$ cat config.mk
export PLATFORM = sky130hd
export DESIGN_NAME = irx_regs
export DESIGN_NICKNAME = d
export VERILOG_FILES = /design/src/core/irx_pkg.sv /design/src/core/irx_regs.sv
export SDC_FILE = /design/constraint.sdc
export NUM_CORES = 1
export LEC_CHECK = 0
export ABC_CLOCK_PERIOD_IN_PS = 2350
export BUFFER_PORTS_ARGS = -buffer_cell sky130_fd_sc_hd__buf_2
export CAP_MARGIN = 20
export CORE_MARGIN = 4
export CORE_UTILIZATION = 42
export CTS_BUF_LIST = sky130_fd_sc_hd__clkbuf_8
export CTS_CLUSTER_DIAMETER = 120
export DETAILED_ROUTE_END_ITERATION = 12
export GPL_TIMING_DRIVEN = 0
export PLACE_DENSITY = 0.93
export SLEW_MARGIN = 20
export SYNTH_ARGS = -nofsm -noshare
export SYNTH_HDL_FRONTEND = slang
export SYNTH_SLANG_ARGS = --single-unit
$ cat constraint.sdc
create_clock -name ref_clk -period 2.35 [get_ports ref_clk]
set_clock_uncertainty 0.05 [all_clocks]
set_input_delay 0.235 -clock ref_clk [delete_from_list [all_inputs] [get_ports ref_clk]]
set_output_delay 0.235 -clock ref_clk [all_outputs]
set_load 0.01 [all_outputs]
$ cat src/core/irx_pkg.sv
// Package for the isochronous receive interrupt block: offsets, layouts, types
package irx_pkg;
  localparam int IRX_CTX = 4;
  localparam logic [7:0] IRX_EVT_SET_OFS = 8'hA0;
  localparam logic [7:0] IRX_EVT_CLR_OFS = 8'hA4;
  localparam logic [7:0] IRX_MSK_SET_OFS = 8'hA8;
  localparam logic [7:0] IRX_MSK_CLR_OFS = 8'hAC;
  localparam logic [7:0] IRX_GIE_OFS = 8'hB0;
  localparam logic [3:0] IRX_EVT_RST = 4'h0;
  localparam logic [3:0] IRX_MSK_RST = 4'h0;
  localparam logic IRX_GIE_RST = 1'b0;
  localparam int IRX_GIE_BIT = 31;
  localparam int IRX_MSK_RD_LSB = 8;
  localparam logic [1:0] IRX_HTRANS_NONSEQ = 2'h2;
  localparam logic [2:0] IRX_HSIZE_WORD = 3'h2;

  typedef struct packed {
    logic sel;
    logic write;
    logic [7:0] addr;
  } irx_req_t;
endpackage

$ cat src/core/irx_regs.sv
// Isochronous receive interrupt event and mask registers behind an AHB-Lite slave
`timescale 1ns/1ps
`default_nettype none

// What this block does
// - Completed input command with interrupt sets event
// - Set on rising edge or write-one-set
// - Only write-one to clear address clears
// - Clear address read returns events with mask
// - Bits 31 to 4 read zero, except mask in bits 11 to 8 on clear address read and enable in bit 31
// - Event n marks context n as source
// - Per-context mask, write-one set and clear
// - Both mask addresses read the mask
// - Mask bit aligns with its event bit
// - Events stay set after reporting
// - Global enable off blocks external interrupt
module irx_regs
  import irx_pkg::*;
(
  input wire logic ref_clk,
  input wire logic rst,
  input wire logic hsel,
  input wire logic [31:0] haddr,
  input wire logic [1:0] htrans,
  input wire logic hwrite,
  input wire logic [2:0] hsize,
  input wire logic [31:0] hwdata,
  input wire logic hready,
  output logic [31:0] hrdata,
  output logic hreadyout,
  output logic hresp,
  input wire logic [IRX_CTX-1:0] ctxIrq,
  output logic aggregateReceiveInterrupt,
  output logic irq
);

  irx_req_t req;
  irx_req_t next_req;
  logic [IRX_CTX-1:0] ctxIrqPrev;
  logic [IRX_CTX-1:0] rxEvent;
  logic [IRX_CTX-1:0] mask;
  logic globalInterruptEnable;
  logic [IRX_CTX-1:0] next_rxEvent;
  logic [IRX_CTX-1:0] next_mask;
  logic next_gie;
  logic [31:0] next_hrdata;
  logic next_agg;
  logic next_irq;
  logic [IRX_CTX-1:0] ctxRise;
  logic wrEvtSet;
  logic wrEvtClr;
  logic wrMskSet;
  logic wrMskClr;
  logic wrGie;

  // Address phase capture; only whole-word nonsequential transfers are taken
  always_comb begin
    next_req.sel = hsel && hready && (htrans == IRX_HTRANS_NONSEQ) && (hsize == IRX_HSIZE_WORD);
    next_req.write = hwrite;
    next_req.addr = haddr[7:0];
  end

  // Context interrupt lines come from logic on this clock: edge found directly
  assign ctxRise = ctxIrq & ~ctxIrqPrev;

  assign wrEvtSet = req.sel && req.write && (req.addr == IRX_EVT_SET_OFS);
  assign wrEvtClr = req.sel && req.write && (req.addr == IRX_EVT_CLR_OFS);
  assign wrMskSet = req.sel && req.write && (req.addr == IRX_MSK_SET_OFS);
  assign wrMskClr = req.sel && req.write && (req.addr == IRX_MSK_CLR_OFS);
  assign wrGie = req.sel && req.write && (req.addr == IRX_GIE_OFS);

  always_comb begin
    next_rxEvent = rxEvent;
    if (wrEvtClr) begin
      next_rxEvent = next_rxEvent & ~hwdata[IRX_CTX-1:0];
    end
    // Set applied after clear so a same-cycle event is never lost
    next_rxEvent = next_rxEvent | ctxRise;
    if (wrEvtSet) begin
      next_rxEvent = next_rxEvent | hwdata[IRX_CTX-1:0];
    end
    next_mask = mask;
    if (wrMskSet) begin
      next_mask = next_mask | hwdata[IRX_CTX-1:0];
    end
    if (wrMskClr) begin
      next_mask = next_mask & ~hwdata[IRX_CTX-1:0];
    end
    next_gie = wrGie ? hwdata[IRX_GIE_BIT] : globalInterruptEnable;
    next_agg = |(next_rxEvent & next_mask);
    next_irq = next_agg && next_gie;
  end

  // Read data for the address phase now being accepted
  always_comb begin
    next_hrdata = 32'h0000_0000;
    if (next_req.sel && !next_req.write) begin
      case (next_req.addr)
        IRX_EVT_SET_OFS: next_hrdata[IRX_CTX-1:0] = next_rxEvent;
        IRX_EVT_CLR_OFS: begin
          next_hrdata[IRX_CTX-1:0] = next_rxEvent;
          next_hrdata[IRX_MSK_RD_LSB +: IRX_CTX] = next_mask;
        end
        IRX_MSK_SET_OFS: next_hrdata[IRX_CTX-1:0] = next_mask;
        IRX_MSK_CLR_OFS: next_hrdata[IRX_CTX-1:0] = next_mask;
        IRX_GIE_OFS: next_hrdata[IRX_GIE_BIT] = next_gie;
        default: next_hrdata = 32'h0000_0000;
      endcase
    end
  end

  always_ff @(posedge ref_clk or posedge rst) begin
    if (rst) begin
      req <= '0;
      ctxIrqPrev <= 4'h0;
      rxEvent <= IRX_EVT_RST;
      mask <= IRX_MSK_RST;
      globalInterruptEnable <= IRX_GIE_RST;
      hrdata <= 32'h0000_0000;
      hreadyout <= 1'b1;
      hresp <= 1'b0;
      aggregateReceiveInterrupt <= 1'b0;
      irq <= 1'b0;
    end else begin
      req <= next_req;
      ctxIrqPrev <= ctxIrq;
      rxEvent <= next_rxEvent;
      mask <= next_mask;
      globalInterruptEnable <= next_gie;
      hrdata <= next_hrdata;
      hreadyout <= 1'b1;
      hresp <= 1'b0;
      aggregateReceiveInterrupt <= next_agg;
      irq <= next_irq;
    end
  end

  // Hardware edges set events one cycle later
  a_event_rise: assert property (@(posedge ref_clk) disable iff (rst)
    ctxRise[0] |=> rxEvent[0])
    else $error("context 0 edge did not set event");
  a_event_rise1: assert property (@(posedge ref_clk) disable iff (rst)
    ctxRise[1] |=> rxEvent[1])
    else $error("context 1 edge did not set event");
  a_event_rise2: assert property (@(posedge ref_clk) disable iff (rst)
    ctxRise[2] |=> rxEvent[2])
    else $error("context 2 edge did not set event");
  a_event_rise3: assert property (@(posedge ref_clk) disable iff (rst)
    ctxRise[3] |=> rxEvent[3])
    else $error("context 3 edge did not set event");

  // Events survive everything but a clear write
  a_event_sticky: assert property (@(posedge ref_clk) disable iff (rst)
    (rxEvent[1] && !wrEvtClr) |=> rxEvent[1])
    else $error("event dropped");
  a_event_sticky0: assert property (@(posedge ref_clk) disable iff (rst)
    (rxEvent[0] && !wrEvtClr) |=> rxEvent[0])
    else $error("event 0 dropped");
  a_event_sticky2: assert property (@(posedge ref_clk) disable iff (rst)
    (rxEvent[2] && !wrEvtClr) |=> rxEvent[2])
    else $error("event 2 dropped");
  a_event_sticky3: assert property (@(posedge ref_clk) disable iff (rst)
    (rxEvent[3] && !wrEvtClr) |=> rxEvent[3])
    else $error("event 3 dropped");
  a_event_hold: assert property (@(posedge ref_clk) disable iff (rst)
    (!wrEvtSet && !wrEvtClr && ctxRise == 4'h0) |=> rxEvent == $past(rxEvent))
    else $error("event changed with no cause");

  // Write-one clear, unless a hardware edge lands in the same cycle
  a_event_clear: assert property (@(posedge ref_clk) disable iff (rst)
    (wrEvtClr && hwdata[2] && !ctxRise[2] && !wrEvtSet) |=> !rxEvent[2])
    else $error("event clear failed");
  a_event_clear0: assert property (@(posedge ref_clk) disable iff (rst)
    (wrEvtClr && hwdata[0] && !ctxRise[0]) |=> !rxEvent[0])
    else $error("event 0 clear failed");
  a_event_clear1: assert property (@(posedge ref_clk) disable iff (rst)
    (wrEvtClr && hwdata[1] && !ctxRise[1]) |=> !rxEvent[1])
    else $error("event 1 clear failed");
  a_event_clear3: assert property (@(posedge ref_clk) disable iff (rst)
    (wrEvtClr && hwdata[3] && !ctxRise[3]) |=> !rxEvent[3])
    else $error("event 3 clear failed");

  // Software set path
  a_soft_set: assert property (@(posedge ref_clk) disable iff (rst)
    (wrEvtSet && hwdata[3]) |=> rxEvent[3])
    else $error("soft set failed");
  a_soft_set0: assert property (@(posedge ref_clk) disable iff (rst)
    (wrEvtSet && hwdata[0]) |=> rxEvent[0])
    else $error("soft set 0 failed");
  a_soft_set1: assert property (@(posedge ref_clk) disable iff (rst)
    (wrEvtSet && hwdata[1]) |=> rxEvent[1])
    else $error("soft set 1 failed");
  a_soft_set2: assert property (@(posedge ref_clk) disable iff (rst)
    (wrEvtSet && hwdata[2]) |=> rxEvent[2])
    else $error("soft set 2 failed");

  // A steady high level must not set again; only an edge or a write does
  a_no_spont0: assert property (@(posedge ref_clk) disable iff (rst)
    (!rxEvent[0] && !ctxRise[0] && !(wrEvtSet && hwdata[0])) |=> !rxEvent[0])
    else $error("event 0 set with no cause");
  a_no_spont1: assert property (@(posedge ref_clk) disable iff (rst)
    (!rxEvent[1] && !ctxRise[1] && !(wrEvtSet && hwdata[1])) |=> !rxEvent[1])
    else $error("event 1 set with no cause");
  a_no_spont2: assert property (@(posedge ref_clk) disable iff (rst)
    (!rxEvent[2] && !ctxRise[2] && !(wrEvtSet && hwdata[2])) |=> !rxEvent[2])
    else $error("event 2 set with no cause");
  a_no_spont3: assert property (@(posedge ref_clk) disable iff (rst)
    (!rxEvent[3] && !ctxRise[3] && !(wrEvtSet && hwdata[3])) |=> !rxEvent[3])
    else $error("event 3 set with no cause");

  // Mask set, clear and hold
  a_mask_set: assert property (@(posedge ref_clk) disable iff (rst)
    (wrMskSet && hwdata[0] && !wrMskClr) |=> mask[0])
    else $error("mask set failed");
  a_mask_set1: assert property (@(posedge ref_clk) disable iff (rst)
    (wrMskSet && hwdata[1]) |=> mask[1])
    else $error("mask 1 set failed");
  a_mask_set2: assert property (@(posedge ref_clk) disable iff (rst)
    (wrMskSet && hwdata[2]) |=> mask[2])
    else $error("mask 2 set failed");
  a_mask_set3: assert property (@(posedge ref_clk) disable iff (rst)
    (wrMskSet && hwdata[3]) |=> mask[3])
    else $error("mask 3 set failed");
  a_mask_clear: assert property (@(posedge ref_clk) disable iff (rst)
    (wrMskClr && hwdata[1]) |=> !mask[1])
    else $error("mask clear failed");
  a_mask_clear0: assert property (@(posedge ref_clk) disable iff (rst)
    (wrMskClr && hwdata[0]) |=> !mask[0])
    else $error("mask 0 clear failed");
  a_mask_clear2: assert property (@(posedge ref_clk) disable iff (rst)
    (wrMskClr && hwdata[2]) |=> !mask[2])
    else $error("mask 2 clear failed");
  a_mask_clear3: assert property (@(posedge ref_clk) disable iff (rst)
    (wrMskClr && hwdata[3]) |=> !mask[3])
    else $error("mask 3 clear failed");
  a_mask_hold: assert property (@(posedge ref_clk) disable iff (rst)
    (!wrMskSet && !wrMskClr) |=> mask == $past(mask))
    else $error("mask changed with no write");

  // Aggregate and gated interrupt levels
  a_agg_value: assert property (@(posedge ref_clk) disable iff (rst)
    ##1 aggregateReceiveInterrupt == |(rxEvent & mask))
    else $error("aggregate wrong");
  a_src_ctx0: assert property (@(posedge ref_clk) disable iff (rst)
    (rxEvent[0] && mask[0]) |-> aggregateReceiveInterrupt)
    else $error("context 0 not reported");
  a_src_ctx1: assert property (@(posedge ref_clk) disable iff (rst)
    (rxEvent[1] && mask[1]) |-> aggregateReceiveInterrupt)
    else $error("context 1 not reported");
  a_src_ctx2: assert property (@(posedge ref_clk) disable iff (rst)
    (rxEvent[2] && mask[2]) |-> aggregateReceiveInterrupt)
    else $error("context 2 not reported");
  a_src_ctx3: assert property (@(posedge ref_clk) disable iff (rst)
    (rxEvent[3] && mask[3]) |-> aggregateReceiveInterrupt)
    else $error("context 3 not reported");
  a_agg_masked: assert property (@(posedge ref_clk) disable iff (rst)
    ((rxEvent & mask) == 4'h0) |-> !aggregateReceiveInterrupt)
    else $error("aggregate without enabled event");
  a_gie_gate: assert property (@(posedge ref_clk) disable iff (rst)
    !globalInterruptEnable |-> !irq)
    else $error("irq without enable");
  a_irq_value: assert property (@(posedge ref_clk) disable iff (rst)
    irq == (aggregateReceiveInterrupt && globalInterruptEnable))
    else $error("irq level wrong");
  a_gie_write: assert property (@(posedge ref_clk) disable iff (rst)
    wrGie |=> globalInterruptEnable == $past(hwdata[31]))
    else $error("enable write failed");
  a_gie_hold: assert property (@(posedge ref_clk) disable iff (rst)
    !wrGie |=> globalInterruptEnable == $past(globalInterruptEnable))
    else $error("enable changed with no write");

  // Read data in the data phase
  a_rsvd_zero: assert property (@(posedge ref_clk) disable iff (rst)
    $past(next_req.sel && next_req.addr == IRX_EVT_SET_OFS) |-> hrdata[31:4] == 28'h0)
    else $error("reserved bits nonzero");
  a_event_read: assert property (@(posedge ref_clk) disable iff (rst)
    (next_req.sel && !next_req.write && next_req.addr == IRX_EVT_SET_OFS)
    |=> hrdata == {28'h0, rxEvent}) else $error("event read wrong");
  a_clear_read: assert property (@(posedge ref_clk) disable iff (rst)
    (next_req.sel && !next_req.write && next_req.addr == IRX_EVT_CLR_OFS)
    |=> hrdata == {20'h0, mask, 4'h0, rxEvent}) else $error("clear read wrong");
  a_mask_read: assert property (@(posedge ref_clk) disable iff (rst)
    (next_req.sel && !next_req.write && next_req.addr == IRX_MSK_SET_OFS)
    |=> hrdata[3:0] == mask) else $error("mask read wrong");
  a_mskclr_read: assert property (@(posedge ref_clk) disable iff (rst)
    (next_req.sel && !next_req.write && next_req.addr == IRX_MSK_CLR_OFS)
    |=> hrdata == {28'h0, mask}) else $error("mask clear read wrong");
  a_gie_read: assert property (@(posedge ref_clk) disable iff (rst)
    (next_req.sel && !next_req.write && next_req.addr == IRX_GIE_OFS)
    |=> hrdata == {globalInterruptEnable, 31'h0}) else $error("enable read wrong");
  a_idle_read: assert property (@(posedge ref_clk) disable iff (rst)
    !(next_req.sel && !next_req.write) |=> hrdata == 32'h0000_0000)
    else $error("read data outside a read");
  a_unmapped_read: assert property (@(posedge ref_clk) disable iff (rst)
    (next_req.sel && !next_req.write && next_req.addr != IRX_EVT_SET_OFS
    && next_req.addr != IRX_EVT_CLR_OFS && next_req.addr != IRX_MSK_SET_OFS
    && next_req.addr != IRX_MSK_CLR_OFS && next_req.addr != IRX_GIE_OFS)
    |=> hrdata == 32'h0000_0000) else $error("unmapped read nonzero");

  // Zero wait states and always OKAY; the bench relies on both
  a_ready_high: assert property (@(posedge ref_clk) disable iff (rst)
    hreadyout)
    else $error("wait state inserted");
  a_resp_okay: assert property (@(posedge ref_clk) disable iff (rst)
    !hresp)
    else $error("error response");
  a_irq_agg: assert property (@(posedge ref_clk) disable iff (rst)
    irq |-> aggregateReceiveInterrupt)
    else $error("irq without aggregate");

endmodule

`default_nettype wire

==> results.ini <==
[run_status]
outcome = finished with violations
violations = hold timing

[timing]
setup_viol = 0
rsz0062_at_grt = false
fin_setup_tns_ns = 0
max_freq_ghz = 0.477
worst_pin_slew_ns = 0.670
drv_slew = 0
whs_ns = -0.00777
relSlewSlack_pct = 55.3
layout_worst_path_cycle_share_pct = 89.3
finalHoldViolations = 13
layout_min_cycle_time_ns = 2.10

[power]
ir_worst_vdd_mv = 0.431
p_leak_nw = 1.08
power.density_nw_per_um2 = 574

[finish]
nNetsFinal = 295
nFillCells = 322
area_growth_pct = 26.7
fin_util_pct = 54.9
final_cells = 266
drive_gt1_share_pct = 35.3
antennaDiodeCount = 0

[clock_tree]
clockRootBuffer = clkbuf_8
cts_tree = built
cts_hold_buf = 0
clk_path_buf_depth = 2
numCtsBuffers = 5
post_cts_buffers = 0
postCtsResizedCells = 0
h-tree-depth = 2
clkSlewWorstSetupHoldPaths_ns = 0.07
cts.sinks = 34
clock_latency_ns = 0.28

[synth]
synth.avg_cell_area_um2 = 10.6
ys_warn_count = 0
yosysTopAreaCell = dfrtp_1
yosys.area_share.simple_pct = 16.2
async_reset_ff_share_pct = 100
synth-seq-cells = 34
yosys-top-cells-area = dfrtp_1 (54%), buf_4 (12%), inv_1 (3.5%), nor2_1 (2.6%), o41ai_1 (2.2%)
yosysSeqAreaShare_pct = 53.6
synth-adder-area-share_pct = 0
synth-main-ff-cell = dfrtp_1
synth_top_family_by_area = simple AND/OR/NAND/NOR gates
synth_compound_area_share_pct = 12.5
synthXorXnorAreaFrac_pct = 0
synth_mux_area_share_pct = 1.34
syn_area_um2 = 1590
netlist.area_leader.share_pct = 53.6
synth_edf_count = 0
ys_types = 33
syn_inst = 150

[worst_setup_path]
path_cells = or4b_1 > nor3_1 > mux2_2 > inv_1 > nand2_1 > a41oi_1
path_max_fanout = 3
end_kind = flip-flop
startpoint_type = flip-flop
r2r_slack_ns = 0.25
critical_path_arrival_ns = 2.24
reg2regPathDepth = 6
critPathKind = reg -> reg
crit_family = simple AND/OR/NAND/NOR gates
cp_num_buf_inv = 1
cp_slowest_cell = or4b_1
critPathMaxStageDelay_ns = 0.55
r2r_start = req[1]
required_ns = 2.49
r2r_end = irq

[place]
port_buffers = 37
dpl.hpwl_um = 2550
place.gp.congestion = 0.832
placed_cells = 258

[global_route]
antenna_found_initial = 0
track_usage_pct = 13.9
overflow = 0
grt_pass1_wl_um = 5180
grt_pass1_vias = 1136
grt_max_degree = 35

[floorplan]
coreArea_um2 = 3660
fp.dieW_um = 69.5
io_pins = 114
dieArea_um2 = 4820
start_util_pct = 43.3
die_h_um = 69.5
placementRows = 22

[route]
ant_nets = 0
wire_per_inst_um = 12.4
drtIter0Drc = 22
drc = 0
drt_wl_total_um = 3310
via_per_inst = 4.60
num_vias = 1224
drt-pass1-iter-count = 4

[run]
max_cap_violations = 0

[min_path]
hold_path_class = in -> async

[cells in the mapped netlist (2+ instances only)]
cell type	count
dfrtp_1	34
buf_4	25
inv_1	15
nor2_1	11
nand2_1	7
o21ai_0	6
a211oi_1	4
nand2b_1	4
o41ai_1	4
a31oi_1	3
nand3_1	3
o211ai_1	3
o31a_1	3
a21o_1	2
clkbuf_1	2
conb_1	2
nand4_1	2
nand4b_1	2
nor3_1	2
nor4b_1	2
or3b_2	2
[layout make-up]
cell class                      instances  area [um^2]  area share (%)
Sequential cell                        34          851            42.3
Tap cell                               48         60.1            2.99
Buffer                                 27          195            9.71
Timing Repair Buffer                   37          185            9.22
Clock inverter                          2         8.76           0.436
Inverter                               15         56.3            2.80
Clock buffer                            6         82.6            4.11
Multi-Input combinational cell         97          571            28.4
[metrics by stage]
stage,power [mW],instance area [um^2],hold WS [ns],setup WS [ns]
6_report,1.15,2010,-0.00777,0.252
5_1_grt,1.21,2010,0.00116,0.111
4_1_cts,1.16,2010,0.00699,0.241
3_5_place_dp,0.731,1920,0.305,0.256
3_3_place_gp,0.727,1920,0.303,0.331
2_1_floorplan,0.695,1670,0.216,0.468
[cells in the final DEF (no fill, tap or decap)]
master	n
a211oi_1	4
a21o_1	2
a31oi_1	3
a41oi_1	1
and2_1	1
and4b_1	1
and4bb_2	1
buf_2	37
buf_4	25
clkbuf_1	2
clkbuf_8	6
clkinv_2	1
conb_1	25
dfrtp_1	34
inv_1	15
inv_2	1
mux2_2	1
mux2i_1	1
nand2_1	7
nand2b_1	4
nand3_1	3
nand3b_1	1
nand4_1	2
nand4b_1	2
nor2_1	11
nor3_1	2
nor4_1	1
nor4b_1	2
o211ai_1	3
o21ai_0	6
o31a_1	3
o32a_2	1
o41ai_1	4
or3_4	1
or3b_2	2
or3b_4	1
or4b_1	1
[where the power goes]
part | internal (mW) | leakage [nW] | switching, mW
Combinational | 0.0536 | 0.621 | 0.0623
Sequential | 0.599 | 0.409 | 0.00786
Clock | 0.232 | 0.0524 | 0.199
Total | 0.884 | 1.08 | 0.269
[worst register-to-register path, stage by stage, from the launching register on]
cell,delay (ns)
dfrtp_1,0.38
or4b_1,0.55
nor3_1,0.26
mux2_2,0.40
inv_1,0.08
nand2_1,0.07
a41oi_1,0.22
[layer usage]
layer | vias up | global-route usage, % | routed length (um)
met5 | - | 0 | 0
met4 | 0 | 8.68 | 100
met3 | 10 | 3.48 | 267
met2 | 61 | 23.1 | 1640
met1 | 551 | 15.8 | 1300
li1 | 602 | - | -
[worst max-delay path by stage]
stage / startpoint / end / slack, ns / cells past startpoint
after detailed placement: req[1] / irq / 0.26 / 6
after CTS: req[1] / irq / 0.24 / 6
after floorplan: req[1] / irq / 0.47 / 6
after global placement: req[1] / irq / 0.33 / 6
after global routing: req[1] / irq / 0.11 / 6
final: req[1] / irq / 0.25 / 6
[flip-flops by register name (all words and copies together), names as in the netlist]
register / cells
req: 10
hrdata: 9
ctxIrqPrev: 4
mask: 4
rxEvent: 4
aggregateReceiveInterrupt: 1
globalInterruptEnable: 1
irq: 1
[cells by family after synthesis]
family / after synthesis
buffers and inverters: 42
other: 2
and+or+nand+nor: 43
muxes: 2
DFF: 34
AOI/OAI and AO/OA: 27
Note: power is estimated with default switching activity, not from simulation.
